## config.mk

```make
export PLATFORM = sky130hd
export DESIGN_NAME = bil_boot_image_loader
export DESIGN_NICKNAME = d
export VERILOG_FILES = /design/src/bil_pkg.sv /design/src/bil_boot_image_loader.sv
export VERILOG_INCLUDE_DIRS = /design/src /design/src/src
export SDC_FILE = /design/constraint.sdc
export NUM_CORES = 1
export LEC_CHECK = 0
export CORE_MARGIN = 4
export CORE_UTILIZATION = 45
export CTS_CLUSTER_SIZE = 28
export DETAILED_ROUTE_END_ITERATION = 8
export DONT_BUFFER_PORTS = 1
export PLACE_DENSITY = 0.64
export SLEW_MARGIN = 20
export SYNTH_ARGS = -nofsm -noshare
export SYNTH_HDL_FRONTEND = slang
export SYNTH_SLANG_ARGS = --single-unit
```

## constraint.sdc

```tcl
create_clock -name i_clk -period 2.4 [get_ports i_clk]
set_input_delay 0.12 -clock i_clk [delete_from_list [all_inputs] [get_ports i_clk]]
set_output_delay 0.12 -clock i_clk [all_outputs]
set_load 0.01 [all_outputs]
```

## src/bil_defs.svh

```systemverilog
// Offsets, field positions, reset values and timing counts of the boot image loader.
`ifndef BIL_DEFS_SVH
`define BIL_DEFS_SVH
// --------------------------------------------------------------------------
// Timing
// --------------------------------------------------------------------------
`define BIL_CLK_MHZ 200
`define BIL_BOOT_DELAY_MIN_US 15
`define BIL_BOOT_DELAY_MAX_US 150
// The minimum delay, rounded up to whole cycles.
`define BIL_BOOT_DELAY_CYC (`BIL_BOOT_DELAY_MIN_US * `BIL_CLK_MHZ)
// --------------------------------------------------------------------------
// Boot image
// --------------------------------------------------------------------------
`define BIL_NO_CRC_MAGIC 32'h0d15ab1e
`define BIL_CRC_POLY 32'hedb88320
`define BIL_CRC_PRESET 32'hffffffff
`define BIL_SECURE_BOOT_BIT 5
`define BIL_RAM_BASE 16'h0000
`define BIL_OTP_BASE 16'h0000
// --------------------------------------------------------------------------
// PLL settings selected by the straps
// --------------------------------------------------------------------------
`define BIL_PLL_FB_00 12'h09f
`define BIL_PLL_FB_11 12'h03f
`define BIL_PLL_FB_10 12'h01f
`define BIL_PLL_FB_01 12'h00f
`define BIL_PLL_OD_RST 3'h1
`define BIL_PLL_REF_RST 6'h00
`endif

```

## src/bil_pkg.sv

```systemverilog
// Types shared by the boot image loader.
package bil_pkg;
  typedef struct packed {
    logic [5:0] ref_div;
    logic [11:0] feedback;
    logic [2:0] pll_output_divider;
  } bil_pll_cfg_t;

  typedef struct packed {
    logic valid;
    logic [15:0] addr;
    logic [31:0] data;
  } bil_ram_wr_t;

  typedef enum logic [3:0] {
    BIL_RESET, BIL_SEC_LOAD, BIL_DELAY, BIL_LEN, BIL_PROG, BIL_TRAILER,
    BIL_CHECK, BIL_RUN, BIL_ERROR
  } bil_state_t;
endpackage

```

## src/bil_boot_image_loader.sv

```systemverilog
// Reset exit, PLL strap decode and boot image loading for one processor tile.
//
// Chosen here: the address map and the strobed register port.
`timescale 1ns/10ps
`include "bil_defs.svh"

module bil_boot_image_loader #(
  parameter int DELAY_CYC = `BIL_BOOT_DELAY_CYC,
  parameter int ADDR_W = 16,
  parameter int GPIO_W = 32
) (
  // Clock and reset
  input wire logic i_clk,
  input wire logic i_rst_b,
  // Strap pins
  input wire logic i_pll_strap_bit0,
  input wire logic i_pll_strap_bit1,
  // Security word from OTP
  output logic o_sec_rd,
  input wire logic i_sec_valid,
  input wire logic [31:0] i_sec_data,
  // Boot byte source request
  output logic o_src_otp,
  output logic o_src_req,
  output logic [ADDR_W-1:0] o_src_addr,
  input wire logic i_byte_valid,
  input wire logic [7:0] i_byte,
  // PLL configuration write port
  input wire logic i_pll_wr,
  input wire bil_pkg::bil_pll_cfg_t i_pll_wdata,
  output bil_pkg::bil_pll_cfg_t o_pll_cfg,
  // RAM write port
  output bil_pkg::bil_ram_wr_t o_ram_wr,
  // Status
  output logic [GPIO_W-1:0] o_gpio_pulldown,
  output logic o_run,
  output logic [ADDR_W-1:0] o_start_addr,
  output logic o_boot_error,
  output logic o_crc_skipped
);

  // --------------------------------------------------------------------------
  // Strap synchronisers
  // --------------------------------------------------------------------------
  logic [1:0] strap_meta;
  logic [1:0] strap_sync;
  always_ff @(posedge i_clk) begin
    strap_meta <= {i_pll_strap_bit1, i_pll_strap_bit0};
    strap_sync <= strap_meta;
  end

  // --------------------------------------------------------------------------
  // State and counters
  // --------------------------------------------------------------------------
  bil_pkg::bil_state_t state;
  bil_pkg::bil_state_t next_state;
  logic [31:0] delay_cnt;
  logic [1:0] byte_idx;
  logic [31:0] word_acc;
  logic [31:0] prog_len;
  logic [31:0] words_done;
  logic [31:0] crc;
  logic [31:0] trailer;
  logic secure_boot;
  logic pll_loaded;

  logic [31:0] next_word;
  logic word_done;
  assign next_word = {i_byte, word_acc[31:8]};
  assign word_done = i_byte_valid && (byte_idx == 2'h3);

  function automatic logic [31:0] crc_byte(input logic [31:0] c, input logic [7:0] b);
    logic [31:0] r;
    r = c ^ {24'h000000, b};
    for (int i = 0; i < 8; i++) begin
      r = r[0] ? ((r >> 1) ^ `BIL_CRC_POLY) : (r >> 1);
    end
    return r;
  endfunction

  always_comb begin
    next_state = state;
    unique case (state)
      bil_pkg::BIL_RESET: next_state = bil_pkg::BIL_SEC_LOAD;
      bil_pkg::BIL_SEC_LOAD: if (i_sec_valid) begin
        next_state = bil_pkg::BIL_DELAY;
      end
      bil_pkg::BIL_DELAY: if (delay_cnt >= 32'(DELAY_CYC - 1)) begin
        next_state = bil_pkg::BIL_LEN;
      end
      bil_pkg::BIL_LEN: if (word_done) begin
        next_state = (next_word == 32'h0) ? bil_pkg::BIL_TRAILER : bil_pkg::BIL_PROG;
      end
      bil_pkg::BIL_PROG: if (word_done && (words_done + 32'h1 == prog_len)) begin
        next_state = bil_pkg::BIL_TRAILER;
      end
      bil_pkg::BIL_TRAILER: if (word_done) begin
        next_state = bil_pkg::BIL_CHECK;
      end
      bil_pkg::BIL_CHECK: begin
        if (trailer == `BIL_NO_CRC_MAGIC || trailer == ~crc) begin
          next_state = bil_pkg::BIL_RUN;
        end else begin
          next_state = bil_pkg::BIL_ERROR;
        end
      end
      bil_pkg::BIL_RUN: next_state = bil_pkg::BIL_RUN;
      bil_pkg::BIL_ERROR: next_state = bil_pkg::BIL_ERROR;
      default: next_state = bil_pkg::BIL_RESET;
    endcase
  end

  always_ff @(posedge i_clk) begin
    if (!i_rst_b) begin
      state <= bil_pkg::BIL_RESET;
    end else begin
      state <= next_state;
    end
  end

  // --------------------------------------------------------------------------
  // Security word capture and boot delay
  // --------------------------------------------------------------------------
  always_ff @(posedge i_clk) begin
    if (!i_rst_b) begin
      secure_boot <= 1'b0;
    end else if (state == bil_pkg::BIL_SEC_LOAD && i_sec_valid) begin
      secure_boot <= i_sec_data[`BIL_SECURE_BOOT_BIT];
    end
  end

  always_ff @(posedge i_clk) begin
    if (!i_rst_b || state != bil_pkg::BIL_DELAY) begin
      delay_cnt <= 32'h0;
    end else begin
      delay_cnt <= delay_cnt + 32'h1;
    end
  end

  // --------------------------------------------------------------------------
  // Byte assembly, length, trailer and CRC
  // --------------------------------------------------------------------------
  logic loading;
  assign loading = (state == bil_pkg::BIL_LEN) || (state == bil_pkg::BIL_PROG) ||
                   (state == bil_pkg::BIL_TRAILER);

  always_ff @(posedge i_clk) begin
    if (!i_rst_b) begin
      byte_idx <= 2'h0;
      word_acc <= 32'h0;
    end else if (loading && i_byte_valid) begin
      byte_idx <= byte_idx + 2'h1;
      word_acc <= next_word;
    end
  end

  always_ff @(posedge i_clk) begin
    if (!i_rst_b) begin
      crc <= `BIL_CRC_PRESET;
    end else if ((state == bil_pkg::BIL_LEN || state == bil_pkg::BIL_PROG) && i_byte_valid) begin
      crc <= crc_byte(crc, i_byte);
    end
  end

  always_ff @(posedge i_clk) begin
    if (!i_rst_b) begin
      prog_len <= 32'h0;
    end else if (word_done && state == bil_pkg::BIL_LEN) begin
      prog_len <= next_word;
    end
  end

  always_ff @(posedge i_clk) begin
    if (!i_rst_b) begin
      trailer <= 32'h0;
    end else if (word_done && state == bil_pkg::BIL_TRAILER) begin
      trailer <= next_word;
    end
  end

  // --------------------------------------------------------------------------
  // RAM writes from the lowest address
  // --------------------------------------------------------------------------
  always_ff @(posedge i_clk) begin
    if (!i_rst_b) begin
      words_done <= 32'h0;
    end else if (word_done && state == bil_pkg::BIL_PROG) begin
      words_done <= words_done + 32'h1;
    end
  end

  // The write strobe drops back every cycle, so one assembled word makes one
  // RAM write however slowly the source paces its bytes.
  always_ff @(posedge i_clk) begin
    if (!i_rst_b) begin
      o_ram_wr <= '0;
    end else begin
      o_ram_wr.valid <= 1'b0;
      if (word_done && state == bil_pkg::BIL_PROG) begin
        o_ram_wr.valid <= 1'b1;
        o_ram_wr.addr <= 16'(`BIL_RAM_BASE + words_done[15:0]);
        o_ram_wr.data <= next_word;
      end
    end
  end

  // --------------------------------------------------------------------------
  // Source requests
  // --------------------------------------------------------------------------
  // The source streams bytes while o_src_req is high; the address is the OTP
  // start word for secure boot and zero for flash.
  always_ff @(posedge i_clk) begin
    if (!i_rst_b) begin
      o_sec_rd <= 1'b0;
    end else begin
      o_sec_rd <= (next_state == bil_pkg::BIL_SEC_LOAD);
    end
  end

  always_ff @(posedge i_clk) begin
    if (!i_rst_b) begin
      o_src_otp <= 1'b0;
    end else begin
      o_src_otp <= secure_boot;
    end
  end

  always_ff @(posedge i_clk) begin
    if (!i_rst_b) begin
      o_src_req <= 1'b0;
    end else begin
      o_src_req <= (next_state == bil_pkg::BIL_LEN) || (next_state == bil_pkg::BIL_PROG) ||
                   (next_state == bil_pkg::BIL_TRAILER);
    end
  end

  always_ff @(posedge i_clk) begin
    if (!i_rst_b) begin
      o_src_addr <= '0;
    end else begin
      o_src_addr <= secure_boot ? ADDR_W'(`BIL_OTP_BASE) : '0;
    end
  end

  // --------------------------------------------------------------------------
  // PLL configuration
  // --------------------------------------------------------------------------
  bil_pkg::bil_pll_cfg_t strap_cfg;
  always_comb begin
    strap_cfg.ref_div = `BIL_PLL_REF_RST;
    strap_cfg.pll_output_divider = `BIL_PLL_OD_RST;
    strap_cfg.feedback = `BIL_PLL_FB_00;
    unique case (strap_sync)
      2'b00: strap_cfg.feedback = `BIL_PLL_FB_00;
      2'b11: strap_cfg.feedback = `BIL_PLL_FB_11;
      2'b10: strap_cfg.feedback = `BIL_PLL_FB_10;
      2'b01: strap_cfg.feedback = `BIL_PLL_FB_01;
    endcase
  end

  // Straps are sampled once the synchroniser has settled; a write after that
  // overrides them until the next reset.
  always_ff @(posedge i_clk) begin
    if (!i_rst_b) begin
      pll_loaded <= 1'b0;
    end else if (state == bil_pkg::BIL_SEC_LOAD) begin
      pll_loaded <= 1'b1;
    end
  end

  always_ff @(posedge i_clk) begin
    if (!i_rst_b) begin
      o_pll_cfg <= '0;
    end else if (i_pll_wr && pll_loaded) begin
      o_pll_cfg <= i_pll_wdata;
    end else if (!pll_loaded && state == bil_pkg::BIL_SEC_LOAD) begin
      o_pll_cfg <= strap_cfg;
    end
  end

  // --------------------------------------------------------------------------
  // Status outputs
  // --------------------------------------------------------------------------
  always_ff @(posedge i_clk) begin
    if (!i_rst_b) begin
      o_gpio_pulldown <= '1;
    end else begin
      o_gpio_pulldown <= '0;
    end
  end

  // The outcome flags are decided once, in the check state, and then held
  // until the next reset, so a rejected image can never start later on.
  always_ff @(posedge i_clk) begin
    if (!i_rst_b) begin
      o_run <= 1'b0;
    end else if (state == bil_pkg::BIL_CHECK) begin
      o_run <= (next_state == bil_pkg::BIL_RUN);
    end
  end

  always_ff @(posedge i_clk) begin
    if (!i_rst_b) begin
      o_start_addr <= '0;
    end else if (state == bil_pkg::BIL_CHECK) begin
      o_start_addr <= ADDR_W'(`BIL_RAM_BASE);
    end
  end

  always_ff @(posedge i_clk) begin
    if (!i_rst_b) begin
      o_boot_error <= 1'b0;
    end else if (state == bil_pkg::BIL_CHECK) begin
      o_boot_error <= (next_state == bil_pkg::BIL_ERROR);
    end
  end

  always_ff @(posedge i_clk) begin
    if (!i_rst_b) begin
      o_crc_skipped <= 1'b0;
    end else if (state == bil_pkg::BIL_CHECK) begin
      o_crc_skipped <= (trailer == `BIL_NO_CRC_MAGIC);
    end
  end

endmodule

```

---- Word-level counts from Yosys, hierarchy flattened ----
Index checks and enable logic that the tools add are counted.
word-level totals
  register bits after elaboration ......... 312
operators by class
  $add $sub $neg .......................... 3
  order comparisons ....................... 1
  equality and inequality tests ........... 22
  mux-type cells .......................... 21
  bitwise operators ....................... 10
  reductions and logical operators ........ 22
operators with widths
  kind                   count
  $mux 32                9
  $not 13->14            8
  $add 32x1->32 const B  2
  $eq 32x32->1           2
  $mux 49                1
  $pmux 12 s4            1
  $mux 21                2
  $pmux 4 s9             1
  $eq 32x28->1 const B   1
  $ge 32x12->1 const B   1
  $logic_not 32->1       1
  $not 32->32            1
  $xor 32x8->32          1
  $eq 4x3->1 const B     7
  $mux 4                 6
  $eq 4x2->1 const B     3
  $logic_and 1x1->1      10
  $eq 4x1->1 const B     2
  $eq 4x4->1 const B     2
  $eq 2x2->1 const B     3
  $logic_or 1x1->1       6
  $logic_not 4->1        1
  $ne 4x2->1 const B     1
  $add 2x1->2 const B    1
  5 further kinds        6

---- Logic depth before layout (Yosys ltp) ----
Gate-level depths: netlist of run 1.
  depth after elaboration ................. 17
  depth in mapped cells ................... 11

---- Least setup slack after synthesis of run 1 ----
Ideal clock, no wire load.
  kind .................................... reg-to-reg
  start ................................... register words_done[9]
  end ..................................... register o_sec_rd
  arrival ................................. 2.366 ns
  data required time ...................... 2.321 ns
  path slack .............................. -0.045 ns
  cell stages (with the launch flop) ...... 11
  period minus slack after synthesis ...... 2.445 ns
  path through ............................ dfxtp_1 buf_2 nand4_4 or4_1 clkbuf_2 buf_2 o31ai_1 o2111ai_1 nor4b_2 o2111ai_1 a211oi_2
on the way
  word-level cells in the longest chain between the ends .. 6
RTL lines
  item                      line                          source
  start: declaration        bil_boot_image_loader.sv:61   logic [31:0] words_done;
  start signal: assignment  bil_boot_image_loader.sv:188  words_done <= words_done + 32'h1;
  $add 32x1->32             bil_boot_image_loader.sv:94   bil_pkg::BIL_PROG: if (word_done && (words_done + 32'h1 == prog_len)) begin
  $eq 32x32->1              bil_boot_image_loader.sv:94
  $logic_and 1x1->1         bil_boot_image_loader.sv:94
  $mux 4                    bil_boot_image_loader.sv:94
  $pmux 4 s9                bil_boot_image_loader.sv:83   unique case (state)
  $eq 4x1->1                bil_boot_image_loader.sv:216  o_sec_rd <= (next_state == bil_pkg::BIL_SEC_LOAD);
  end signal: assignment    bil_boot_image_loader.sv:216
  end: declaration          bil_boot_image_loader.sv:19   output logic o_sec_rd,
Every way passes these cells.
A chain may end at the register's enable or synchronous reset.

---- Worst setup path in the final report of run 1 ----
  start ................................... register words_done[13]
  end ..................................... register o_sec_rd
Same word-level chain as after synthesis.

==> qor.csv, run 1 <==
stage;metric;value;unit
synth;syn_area_per_cell;8.29;sq um
placed_design;gp_congestion;0.917;
global_routing;grt_max_degree;65;
final_layout;areaGrowthSynthToFinish;19.9;%
worst_setup_path;worstSetupEndpointType;flip-flop;
route;vias;11000;
placed_design;pre_cts_slack;-0.156;ns
worst_setup_path;crit_arrival;2.85;ns
global_routing;grt_usage;0.232;
placed_design;io_buffers;0;
die;die_y;177;microns
route;drtIter0Drc;747;
clocking;cts.sinks;273;
worst_setup_path;reg2reg_to;o_sec_rd;
die;start_util;0.459;
die;row_count;61;
route;drt-total-wl;36900;microns
power;p_per_area;677;nW/um^2
clocking;cts_tree;built;
worst_setup_path;cp_max_fo;6;
timing;hold_viol;0;
final_layout;diodes;0;
power;pwr-share-clk;0.461;
clocking;clk_latency;0.55;ns
synth;async_flop_share;0;
power;combPwrFrac;0.087;
clocking;numCtsBuffers;30;
timing;tightest_slew;0.930;ns
placed_design;hpwl;24600;microns
synth;synth_edf_count;0;
route;vias_per_cell;5.41;
power;p_leak;5.58;nW
timing;worst_slack;0.00923;ns
worst_setup_path;r2r_cells;8;
timing;timing.final.max_slew_violations;0;
synth;synthesis.area;12800;sq um
timing;period_share;0.996;
die;core_region_area;27900;sq um
route;ant_nets;0;
worst_setup_path;worstSetupStartpointType;flip-flop;
route;wire_per_inst;18.1;microns
final_layout;fin_area;15400;sq um
worst_setup_path;crit_required;2.86;ns
clocking;clk_pin_slew;0.06;ns
worst_setup_path;crit_start;words_done[13];
die;die_area;31200;sq um
route;firstDrtPassIters;5;
global_routing;antenna_found_initial;1;
timing;rsz0062_at_grt;yes;
die;fp.dieW;177;microns
min_path;hp-class;primary input to flip-flop;
timing;setup_viol;0;
synth;yosysWarnings;0;
synth;ys_seq_area_frac;0.427;
power;switchingPower;2.44;mW
worst_setup_path;reg2reg_from;words_done[13];
synth;ys_types;64;
synth;ys_seq_elements;273;
timing;skew;0.0132;ns
worst_setup_path;crit_type;flip-flop to flip-flop;
min_path;holdPathStages;3;
worst_setup_path;r2r_slack;0.009;ns
run_status;status;finished, final reports clean;
power;vdd_drop_max;0.626;mV
power;seq_power_share;0.451;
run;maxCapViolCount;0;
placed_design;place_area;13600;sq um
min_path;hold_path.startpoint;i_pll_wr;
global_routing;grt_pass1_vias;10800;
power;p_int;7.96;mW
global_routing;overflow;0;
power;p_total;10.4;mW
power;switching_share;0.235;
final_layout;finalNetCount;1705;
die;io_pins;208;
timing;relSlewSlack;0.378;
clocking;clockRootBuffer;clkbuf_16;
synth;netlist_instances;1546;
synth;synth_flop_cell;dfxtp_1;
timing;fmax;0.418;GHz
final_layout;layout-drive-gt1-share;0.153;
clocking;htreeDepth;1;
clocking;clk_path_buf_depth;3;
global_routing;grt_pass1_wl;58800;microns
route;drc;0;
min_path;hold-path-endpoint;o_pll_cfg[8];
timing;fin_crit;2.39;ns
==> worst max-delay path, cell delays in order, from the launching register on <==
cell	delay, ns
dfxtp_2	0.33
nand4_1	0.14
or4_4	0.56
buf_4	0.18
o31ai_2	0.20
o2111ai_2	0.16
nor4b_4	0.33
o2111ai_2	0.19
a211oi_2	0.22
==> through the flow <==
stage,instances,hold WS (ns),setup TNS [ns],util
2_1_floorplan,1577,0.148,0,-
3_3_place_gp,1932,0.148,-0.397,0.488
3_5_place_dp,1932,0.148,-0.590,0.488
4_1_cts,2030,0.00573,-0.00861,0.546
5_1_grt,2032,0.0722,-0.156,0.550
6_report,2032,0.0449,0,0.550
==> power by group through the flow <==
stage / logic (mW) / registers (mW) / clock network (mW)
floorplan: 0.683 / 4.76 / 0
detailed placement: 0.780 / 4.79 / 0
CTS: 0.893 / 4.69 / 4.90
global route: 0.984 / 4.70 / 5.10
global placement: 0.774 / 4.79 / 0
finish: 0.907 / 4.69 / 4.80
==> placed cells by master (no fill, tap or decap), types with 19 or more instances in the layout <==
| master | synthesis | final |
|---|---|---|
| nor4_1 | 25 | 19 |
| nand4_1 | 29 | 29 |
| dlygate4sd3_1 | 0 | 39 |
| xor2_1 | 101 | 101 |
| a21oi_1 | 138 | 138 |
| mux2i_1 | 29 | 29 |
| nand2_1 | 305 | 303 |
| o21ai_0 | 23 | 22 |
| o211ai_1 | 36 | 36 |
| dfxtp_1 | 273 | 259 |
| conb_1 | 1 | 32 |
| nor2_1 | 128 | 126 |
| xnor2_1 | 90 | 90 |
| nand3_1 | 41 | 39 |
| buf_4 | 63 | 132 |
| clkbuf_16 | 0 | 32 |
==> per-layer routing <==
layer	vias to the layer above	routed length, microns	GRT usage
met5	-	0	0
met2	375	16600	0.376
li1	5349	-	-
met3	89	2630	0.0468
met4	0	1440	0.0880
met1	5188	16100	0.306
==> flip-flops by register name, indices dropped and copies added (netlist names), 4 cells and up <==
register / cells
delay_cnt: 32
trailer: 32
crc: 32
word_acc: 24
state: 4
o_pll_cfg: 21
prog_len: 32
o_ram_wr: 49
words_done: 32
==> repair_timing <==
action                                  4_1_cts  5_1_grt
endpoints found under the setup margin       11        7
resized for setup                            23       28
pin swaps                                    22       17
buffers inserted                              3        2
hold buffers                                 43        0
endpoints found under the hold margin        99        0
==> layout make-up <==
| cell class | instances | area [sq um] |
|---|---|---|
| inverter | 11 | 46.3 |
| multi-input combinational | 1137 | 6780 |
| clock buffer | 40 | 871 |
| tap | 378 | 473 |
| fill | 2555 | 12600 |
| timing repair buffer | 181 | 1550 |
| sequential | 273 | 5490 |
| clock inverter | 12 | 171 |
==> Yosys cell counts, types with 3 or more instances <==
library cell / n / area (sq um)
nor3b_1: 4 / 30.0
inv_1: 10 / 37.5
buf_2: 14 / 70.1
buf_4: 63 / 473
nor2b_1: 3 / 18.8
o21ai_0: 23 / 115
nand2b_1: 8 / 50.1
nor3_1: 20 / 100
o211ai_1: 36 / 270
nor2_1: 128 / 480
ha_1: 3 / 37.5
clkbuf_1: 75 / 282
nand2_1: 305 / 1140
nor4b_1: 3 / 26.3
a31oi_1: 4 / 25.0
buf_1: 3 / 11.3
nor4_1: 25 / 156
a311oi_1: 4 / 35.0
a21oi_1: 138 / 691
or4_1: 3 / 22.5
xnor2_1: 90 / 788
dfxtp_1: 273 / 5470
a22oi_1: 15 / 113
nand4_1: 29 / 181
or3_1: 13 / 81.3
nand3_1: 41 / 205
and2_1: 6 / 37.5
o31ai_1: 4 / 30.0
xor2_1: 101 / 885
o2111ai_1: 3 / 26.3
and3_1: 9 / 56.3
nand3b_1: 4 / 30.0
mux2i_1: 29 / 290
a211oi_1: 4 / 30.0
and4_1: 9 / 78.8
o221a_2: 5 / 56.3
nor4bb_1: 6 / 60.1
==> cells by family (layout without fill, tap and decap cells) <==
family / Yosys count / count (layout) / synth area share
DFF: 273 / 273 / 0.427
AOI/OAI and AO/OA: 252 / 252 / 0.119
buffers and inverters: 167 / 244 / 0.0688
adders and majority gates: 3 / 3 / 0.00293
muxes: 29 / 29 / 0.0227
and+or+nand+nor: 628 / 628 / 0.226
other: 1 / 32 / 0.000293
xor gates and xnor gates: 193 / 193 / 0.133
==> worst max path at each step <==
stage                           endpoint  cells past startpoint
after floorplan                 o_sec_rd                     10
final                           o_sec_rd                      8
after global routing            o_sec_rd                      8
after global placement    words_done[14]                      9
after detailed placement        o_sec_rd                      9
after CTS                       o_sec_rd                      8
(Power assumes the default switching activity.)
==> run 2, diff against run 1 <==
--- a/config.mk
+++ b/config.mk
@@ -6,12 +6,12 @@
 export SDC_FILE = /design/constraint.sdc
 export NUM_CORES = 1
 export LEC_CHECK = 0
+export BUFFER_PORTS_ARGS = -buffer_cell sky130_fd_sc_hd__buf_2
 export CORE_MARGIN = 4
 export CORE_UTILIZATION = 45
 export CTS_CLUSTER_SIZE = 28
 export DETAILED_ROUTE_END_ITERATION = 8
-export DONT_BUFFER_PORTS = 1
-export PLACE_DENSITY = 0.64
+export PLACE_DENSITY = 0.7
 export SLEW_MARGIN = 20
 export SYNTH_ARGS = -nofsm -noshare
 export SYNTH_HDL_FRONTEND = slang
==> constraint.sdc (replaced) <==
create_clock -name i_clk -period 2.1 [get_ports i_clk]
set_input_delay 0.105 -clock i_clk [delete_from_list [all_inputs] [get_ports i_clk]]
set_output_delay 0.105 -clock i_clk [all_outputs]
set_load 0.01 [all_outputs]
==> run 2 against run 1 <==
Net effect:
- the flow now finishes with violations (negative setup slack)
- core utilization up 4.8 points
- die area is the same
- setup slack worse by 0.38 ns
- clock-buffer cell count up 1
- worst hold slack got worse by 0.014 ns
- routed wire length is 1.3% higher
- sequential share of layout area down 2.8 points
==> qor.csv, run 2 (synthesis gave the netlist of run 1 again) <==
stage;metric;value;unit
run_status;status;finished with violations;
run_status;violations;negative setup slack;
route;drc;0;
clocking;clockRootBuffer;clkbuf_16;
die;io_pins;208;
global_routing;globalRoute.busiestLayer;met2;
global_routing;grt_usage;0.232;
final_layout;largest-register;o_ram_wr;
power;seq_power_share;0.452;
final_layout;final_common_cell;nand2_1;
final_layout;areaGrowthSynthToFinish;30.4;%
power;combPwrFrac;0.107;
clocking;clk_path_buf_depth;3;
timing;timing.final.max_slew_violations;0;
final_layout;fin_cells;2236;
global_routing;grt_max_degree;67;
route;wire_per_inst;16.7;microns
clocking;cts.sinks;273;
clocking;clk_pin_slew;0.06;ns
final_layout;finalNetCount;1906;
final_layout;diodes;0;
die;row_count;61;
timing;fin_crit;2.47;ns
global_routing;overflow;0;
clocking;numCtsBuffers;30;
worst_setup_path;worstSetupEndpointType;flip-flop;
power;switchingPower;2.88;mW
clocking;cts_tree;built;
power;switching_share;0.245;
die;die_area;31200;sq um
final_layout;fillers;2400;
clocking;clk_latency;0.56;ns
power;p_int;8.87;mW
route;drtIter0Drc;915;
final_layout;largest_register_ff_count;49;
worst_setup_path;cp_max_fo;3;
worst_setup_path;crit_arrival;2.90;ns
timing;fmax;0.405;GHz
min_path;hp-class;primary input to flip-flop;
final_layout;layout_common_cells;nand2_1, dfxtp_1, buf_4;
timing;worst_slack;-0.367;ns
timing;skew;0.00959;ns
placed_design;pre_cts_slack;-0.543;ns
global_routing;met2_usage;0.401;
timing;setup_viol;3;
route;vias_per_cell;5.26;
placed_design;dp.cells;2142;
worst_setup_path;worstSetupStartpointType;flip-flop;
global_routing;grt_pass1_vias;11500;
die;die_y;177;microns
worst_setup_path;crit_type;flip-flop to flip-flop;
power;pwr-share-clk;0.441;
global_routing;use_met3;0.0340;
worst_setup_path;crit_required;2.53;ns
power;p_leak;6.63;nW
final_layout;layout-drive-gt1-share;0.262;
timing;relSlewSlack;0.480;
route;drt-total-wl;37400;microns
global_routing;grtUsageMet1;0.299;
power;p_per_area;704;nW/um^2
timing;hold_viol;0;
run;maxCapViolCount;0;
route;ant_nets;0;
power;vdd_drop_max;0.663;mV
global_routing;grt_pass1_wl;59400;microns
die;fp.dieW;177;microns
timing;period_share;1.17;
global_routing;antenna_found_initial;0;
die;core_region_area;27900;sq um
die;start_util;0.459;
route;vias;11800;
placed_design;gp_congestion;0.971;
route;firstDrtPassIters;7;
timing;rsz0062_at_grt;yes;
placed_design;hpwl;26200;microns
placed_design;io_buffers;144;
clocking;htreeDepth;1;
timing;tightest_slew;0.770;ns
-- run 2: per-stage QoR --
step                      cell area [sq um]  TNS [ns]  power (mW)   util  hold slack (ns)
after global routing                  16700     -1.34        12.2  0.598           0.0389
after detailed placement              14900     -5.49        6.58  0.534            0.209
after floorplan                       13000    -0.626        6.22      -            0.133
after global placement                14900     -4.88        6.56  0.534            0.208
after CTS                             16300     -1.02        11.8  0.585          0.00119
final                                 16700    -0.823        11.8  0.598           0.0306
-- run 2: final cells by class --
cell class | count | area [sq um] | share of cell area
Multi-Input combinational cell | 1137 | 6960 | 0.416
Sequential cell | 273 | 5500 | 0.329
Timing Repair Buffer | 382 | 2760 | 0.165
Clock buffer | 41 | 843 | 0.0505
Tap cell | 378 | 473 | 0.0283
Clock inverter | 14 | 129 | 0.00772
Inverter | 11 | 46.3 | 0.00277
-- run 2: metal layers --
layer / wire length [microns] / part of all wire
met5: 0 / 0
met3: 2470 / 0.066
met1: 15900 / 0.42
met4: 1030 / 0.028
met2: 18000 / 0.48
-- run 2: worst paths after layout --
kind,from,endpoint,slack (ns),cells after the start
max,words_done[15],o_sec_rd,-0.37,9
min,i_rst_b,o_crc_skipped,0.03,3
max reg2reg,words_done[15],o_sec_rd,-0.37,9
min reg2reg,strap_meta[1],strap_sync[1],0.33,0
-- run 2: timing repair --
action	CTS	global route
pin swaps	11	22
resized for setup	22	70
cloned	1	1
endpoints found under the hold margin	45	0
hold buffers	32	0
setup buffers	0	6
endpoints found under the setup margin	27	55
-- run 2: worst max-delay path: stages (launching register included) --
cell,delay [ns]
dfxtp_2,0.33
nand4_1,0.13
buf_4,0.17
or4_4,0.56
nor3_4,0.21
xor2_1,0.17
nor3_1,0.07
or3_1,0.35
o2111ai_2,0.26
a211oi_2,0.10
-- run 2: power by group through the flow --
stage,Sequential (mW),Clock [mW],Combinational (mW)
final,5.32,5.18,1.26
after global placement,5.43,0,1.14
after global routing,5.32,5.48,1.35
after detailed placement,5.43,0,1.15
after CTS,5.32,5.26,1.21
after floorplan,5.44,0,0.781
==> run 3, diff against run 2 <==
--- a/config.mk
+++ b/config.mk
@@ -8,10 +8,10 @@
 export LEC_CHECK = 0
 export BUFFER_PORTS_ARGS = -buffer_cell sky130_fd_sc_hd__buf_2
 export CORE_MARGIN = 4
-export CORE_UTILIZATION = 45
+export CORE_UTILIZATION = 40
 export CTS_CLUSTER_SIZE = 28
 export DETAILED_ROUTE_END_ITERATION = 8
-export PLACE_DENSITY = 0.7
+export PLACE_DENSITY = 0.64
 export SLEW_MARGIN = 20
 export SYNTH_ARGS = -nofsm -noshare
 export SYNTH_HDL_FRONTEND = slang
==> run 3 against run 2 <==
Net effect:
- the flow still finishes with violations (negative setup slack)
- maximum frequency increased by 4.2%
- setup slack improved by 0.10 ns
- sequential share of layout area decreased by 0.35 points
==> qor.csv, run 3 (synthesis gave the netlist of run 1 again) <==
stage;metric;value;unit
run_status;status;finished with violations;
run_status;violations;negative setup slack;
timing;rsz0062_at_grt;yes;
clocking;clk_path_buf_depth;3;
die;row_count;65;
global_routing;grt_pass1_wl;58400;microns
placed_design;io_buffers;144;
timing;worst_slack;-0.267;ns
route;wl_met3;2470;microns
timing;fmax;0.422;GHz
worst_setup_path;crit_chain;nand4_1 -> buf_4 -> or4_4 -> nor3_4 -> xor2_1 -> nor3_1 -> or3_1 -> o2111ai_2 -> a211oi_2;
final_layout;multi_input_area;6960;sq um
power;vdd_drop_max;0.739;mV
clocking;htreeDepth;1;
worst_setup_path;worstSetupStartpointType;flip-flop;
timing;tightest_slew;0.740;ns
timing;setup_viol;3;
worst_setup_path;crit_arrival;2.79;ns
route;ant_nets;0;
timing;period_share;1.13;
final_layout;layout-drive-gt1-share;0.267;
worst_setup_path;cp_max_fo;3;
die;die_area;35000;sq um
die;die_y;187;microns
timing;whs;0.0340;ns
route;firstDrtPassIters;5;
route;met2WireLength;17600;microns
die;start_util;0.406;
timing;fin_crit;2.37;ns
timing;hold_viol;0;
final_layout;diodes;0;
worst_setup_path;reg2reg_from;words_done[13];
power;p_leak;6.66;nW
final_layout;fin_util;0.534;
worst_setup_path;reg2reg_to;o_sec_rd;
route;drc;0;
power;p_per_area;727;nW/um^2
final_layout;areaGrowthSynthToFinish;31.5;%
final_layout;fillers;2881;
final_layout;largest_register_ff_count;49;
clocking;clk_latency;0.56;ns
route;vias_per_cell;5.18;
route;highest_layer;met4;
min_path;hold_path.startpoint;i_rst_b;
route;drt-total-wl;37800;microns
clocking;clk_pin_slew;0.06;ns
timing;timing.final.max_slew_violations;0;
final_layout;largest-register;o_ram_wr;
route;vias;11700;
die;io_pins;208;
power;p_total;12.3;mW
final_layout;final_common_cell;nand2_1;
worst_setup_path;crit_path_top_delay_cell;or4_4;
min_path;hp-class;primary input to flip-flop;
clocking;numCtsBuffers;30;
route;wire_per_inst;16.7;microns
worst_setup_path;critical-path-max-stage-delay;0.51;ns
placed_design;pre_cts_slack;-0.440;ns
global_routing;overflow;0;
worst_setup_path;worstSetupEndpointType;flip-flop;
final_layout;layout_common_cells;nand2_1, dfxtp_1, buf_4;
route;wl_met1;16900;microns
global_routing;grt_max_degree;65;
placed_design;hpwl;26200;microns
global_routing;antenna_found_initial;0;
timing;skew;0.0204;ns
clocking;clockRootBuffer;clkbuf_16;
worst_setup_path;crit_type;flip-flop to flip-flop;
die;core_region_area;31600;sq um
worst_setup_path;r2r_cells;9;
min_path;holdPathStages;3;
timing;relSlewSlack;0.500;
route;drtIter0Drc;794;
die;fp.dieW;187;microns
worst_setup_path;r2r_slack;-0.27;ns
worst_setup_path;crit_required;2.52;ns
final_layout;ff_latch_area;5490;sq um
clocking;cts.sinks;273;
clocking;cts_tree;built;
global_routing;grt_usage;0.199;
final_layout;finalNetCount;1909;
placed_design;gp_congestion;0.958;
global_routing;grt_pass1_vias;11100;
run;maxCapViolCount;0;
min_path;hold-path-endpoint;o_crc_skipped;
run 3: cell count changes in the layout (fill, tap and decap cells not counted), sizes merged:
cell	previous run	this run
buf	348	351
clkinv	10	7
clkbuf	42	40
bufinv	2	5
clkinvlp	2	4
bufbuf	1	0
inv	11	13
run 3: where the power goes:
| group | leakage, nW | internal [mW] | total [mW] | switching, mW |
|---|---|---|---|---|
| clock | 0.516 | 3.43 | 5.66 | 2.23 |
| combinational | 3.92 | 0.582 | 1.28 | 0.697 |
| sequential | 2.22 | 5.25 | 5.32 | 0.0616 |
run 3: metrics by stage:
| stage | area, sq um | TNS, ns | instances |
|---|---|---|---|
| finish | 16900 | -0.538 | 2264 |
| CTS | 16500 | -0.531 | 2252 |
| global route | 16900 | -1.02 | 2264 |
| detailed placement | 14900 | -6.07 | 2161 |
| global placement | 14900 | -4.90 | 2161 |
| floorplan | 13000 | -0.626 | 1577 |
run 3: timing repair:
action / in CTS / in global routing
cloned: 0 / 2
resized for setup: 44 / 52
pin swaps: 21 / 22
hold buffers: 32 / 0
endpoints found under the hold margin: 48 / 0
buffers inserted: 3 / 10
endpoints found under the setup margin: 26 / 46
run 3: final cells by class:
| class | count | share of cell area |
|---|---|---|
| sequential | 273 | 0.326 |
| clock buffer | 38 | 0.0494 |
| inverter | 11 | 0.00275 |
| clock inverter | 18 | 0.0143 |
| tap | 402 | 0.0298 |
| timing repair buffer | 385 | 0.166 |
| multi-input combinational | 1137 | 0.413 |
run 3: how the worst max path moves through the flow:
stage | startpoint | endpoint | slack, ns | depth (start not counted)
floorplan | words_done[9] | o_sec_rd | -0.29 | 10
global route | words_done[15] | o_sec_rd | -0.39 | 9
CTS | words_done[15] | o_sec_rd | -0.27 | 9
finish | words_done[13] | o_sec_rd | -0.27 | 9
global placement | byte_idx[0] | words_done[10] | -0.39 | 9
detailed placement | byte_idx[1] | words_done[14] | -0.44 | 9
run 3: critical path, delay by kind of cell, from the launching register on:
family,cells,cell delay (ns)
compound gates,2,0.33
xor+xnor,1,0.16
buf+inv,1,0.18
flops,1,0.33
simple gates,5,1.23
run 3: layer usage:
metal | GRT usage | up-vias
li1 | - | 5759
met1 | 0.266 | 5545
met2 | 0.339 | 357
met4 | 0.0492 | 0
met5 | 0 | -
met3 | 0.0328 | 66
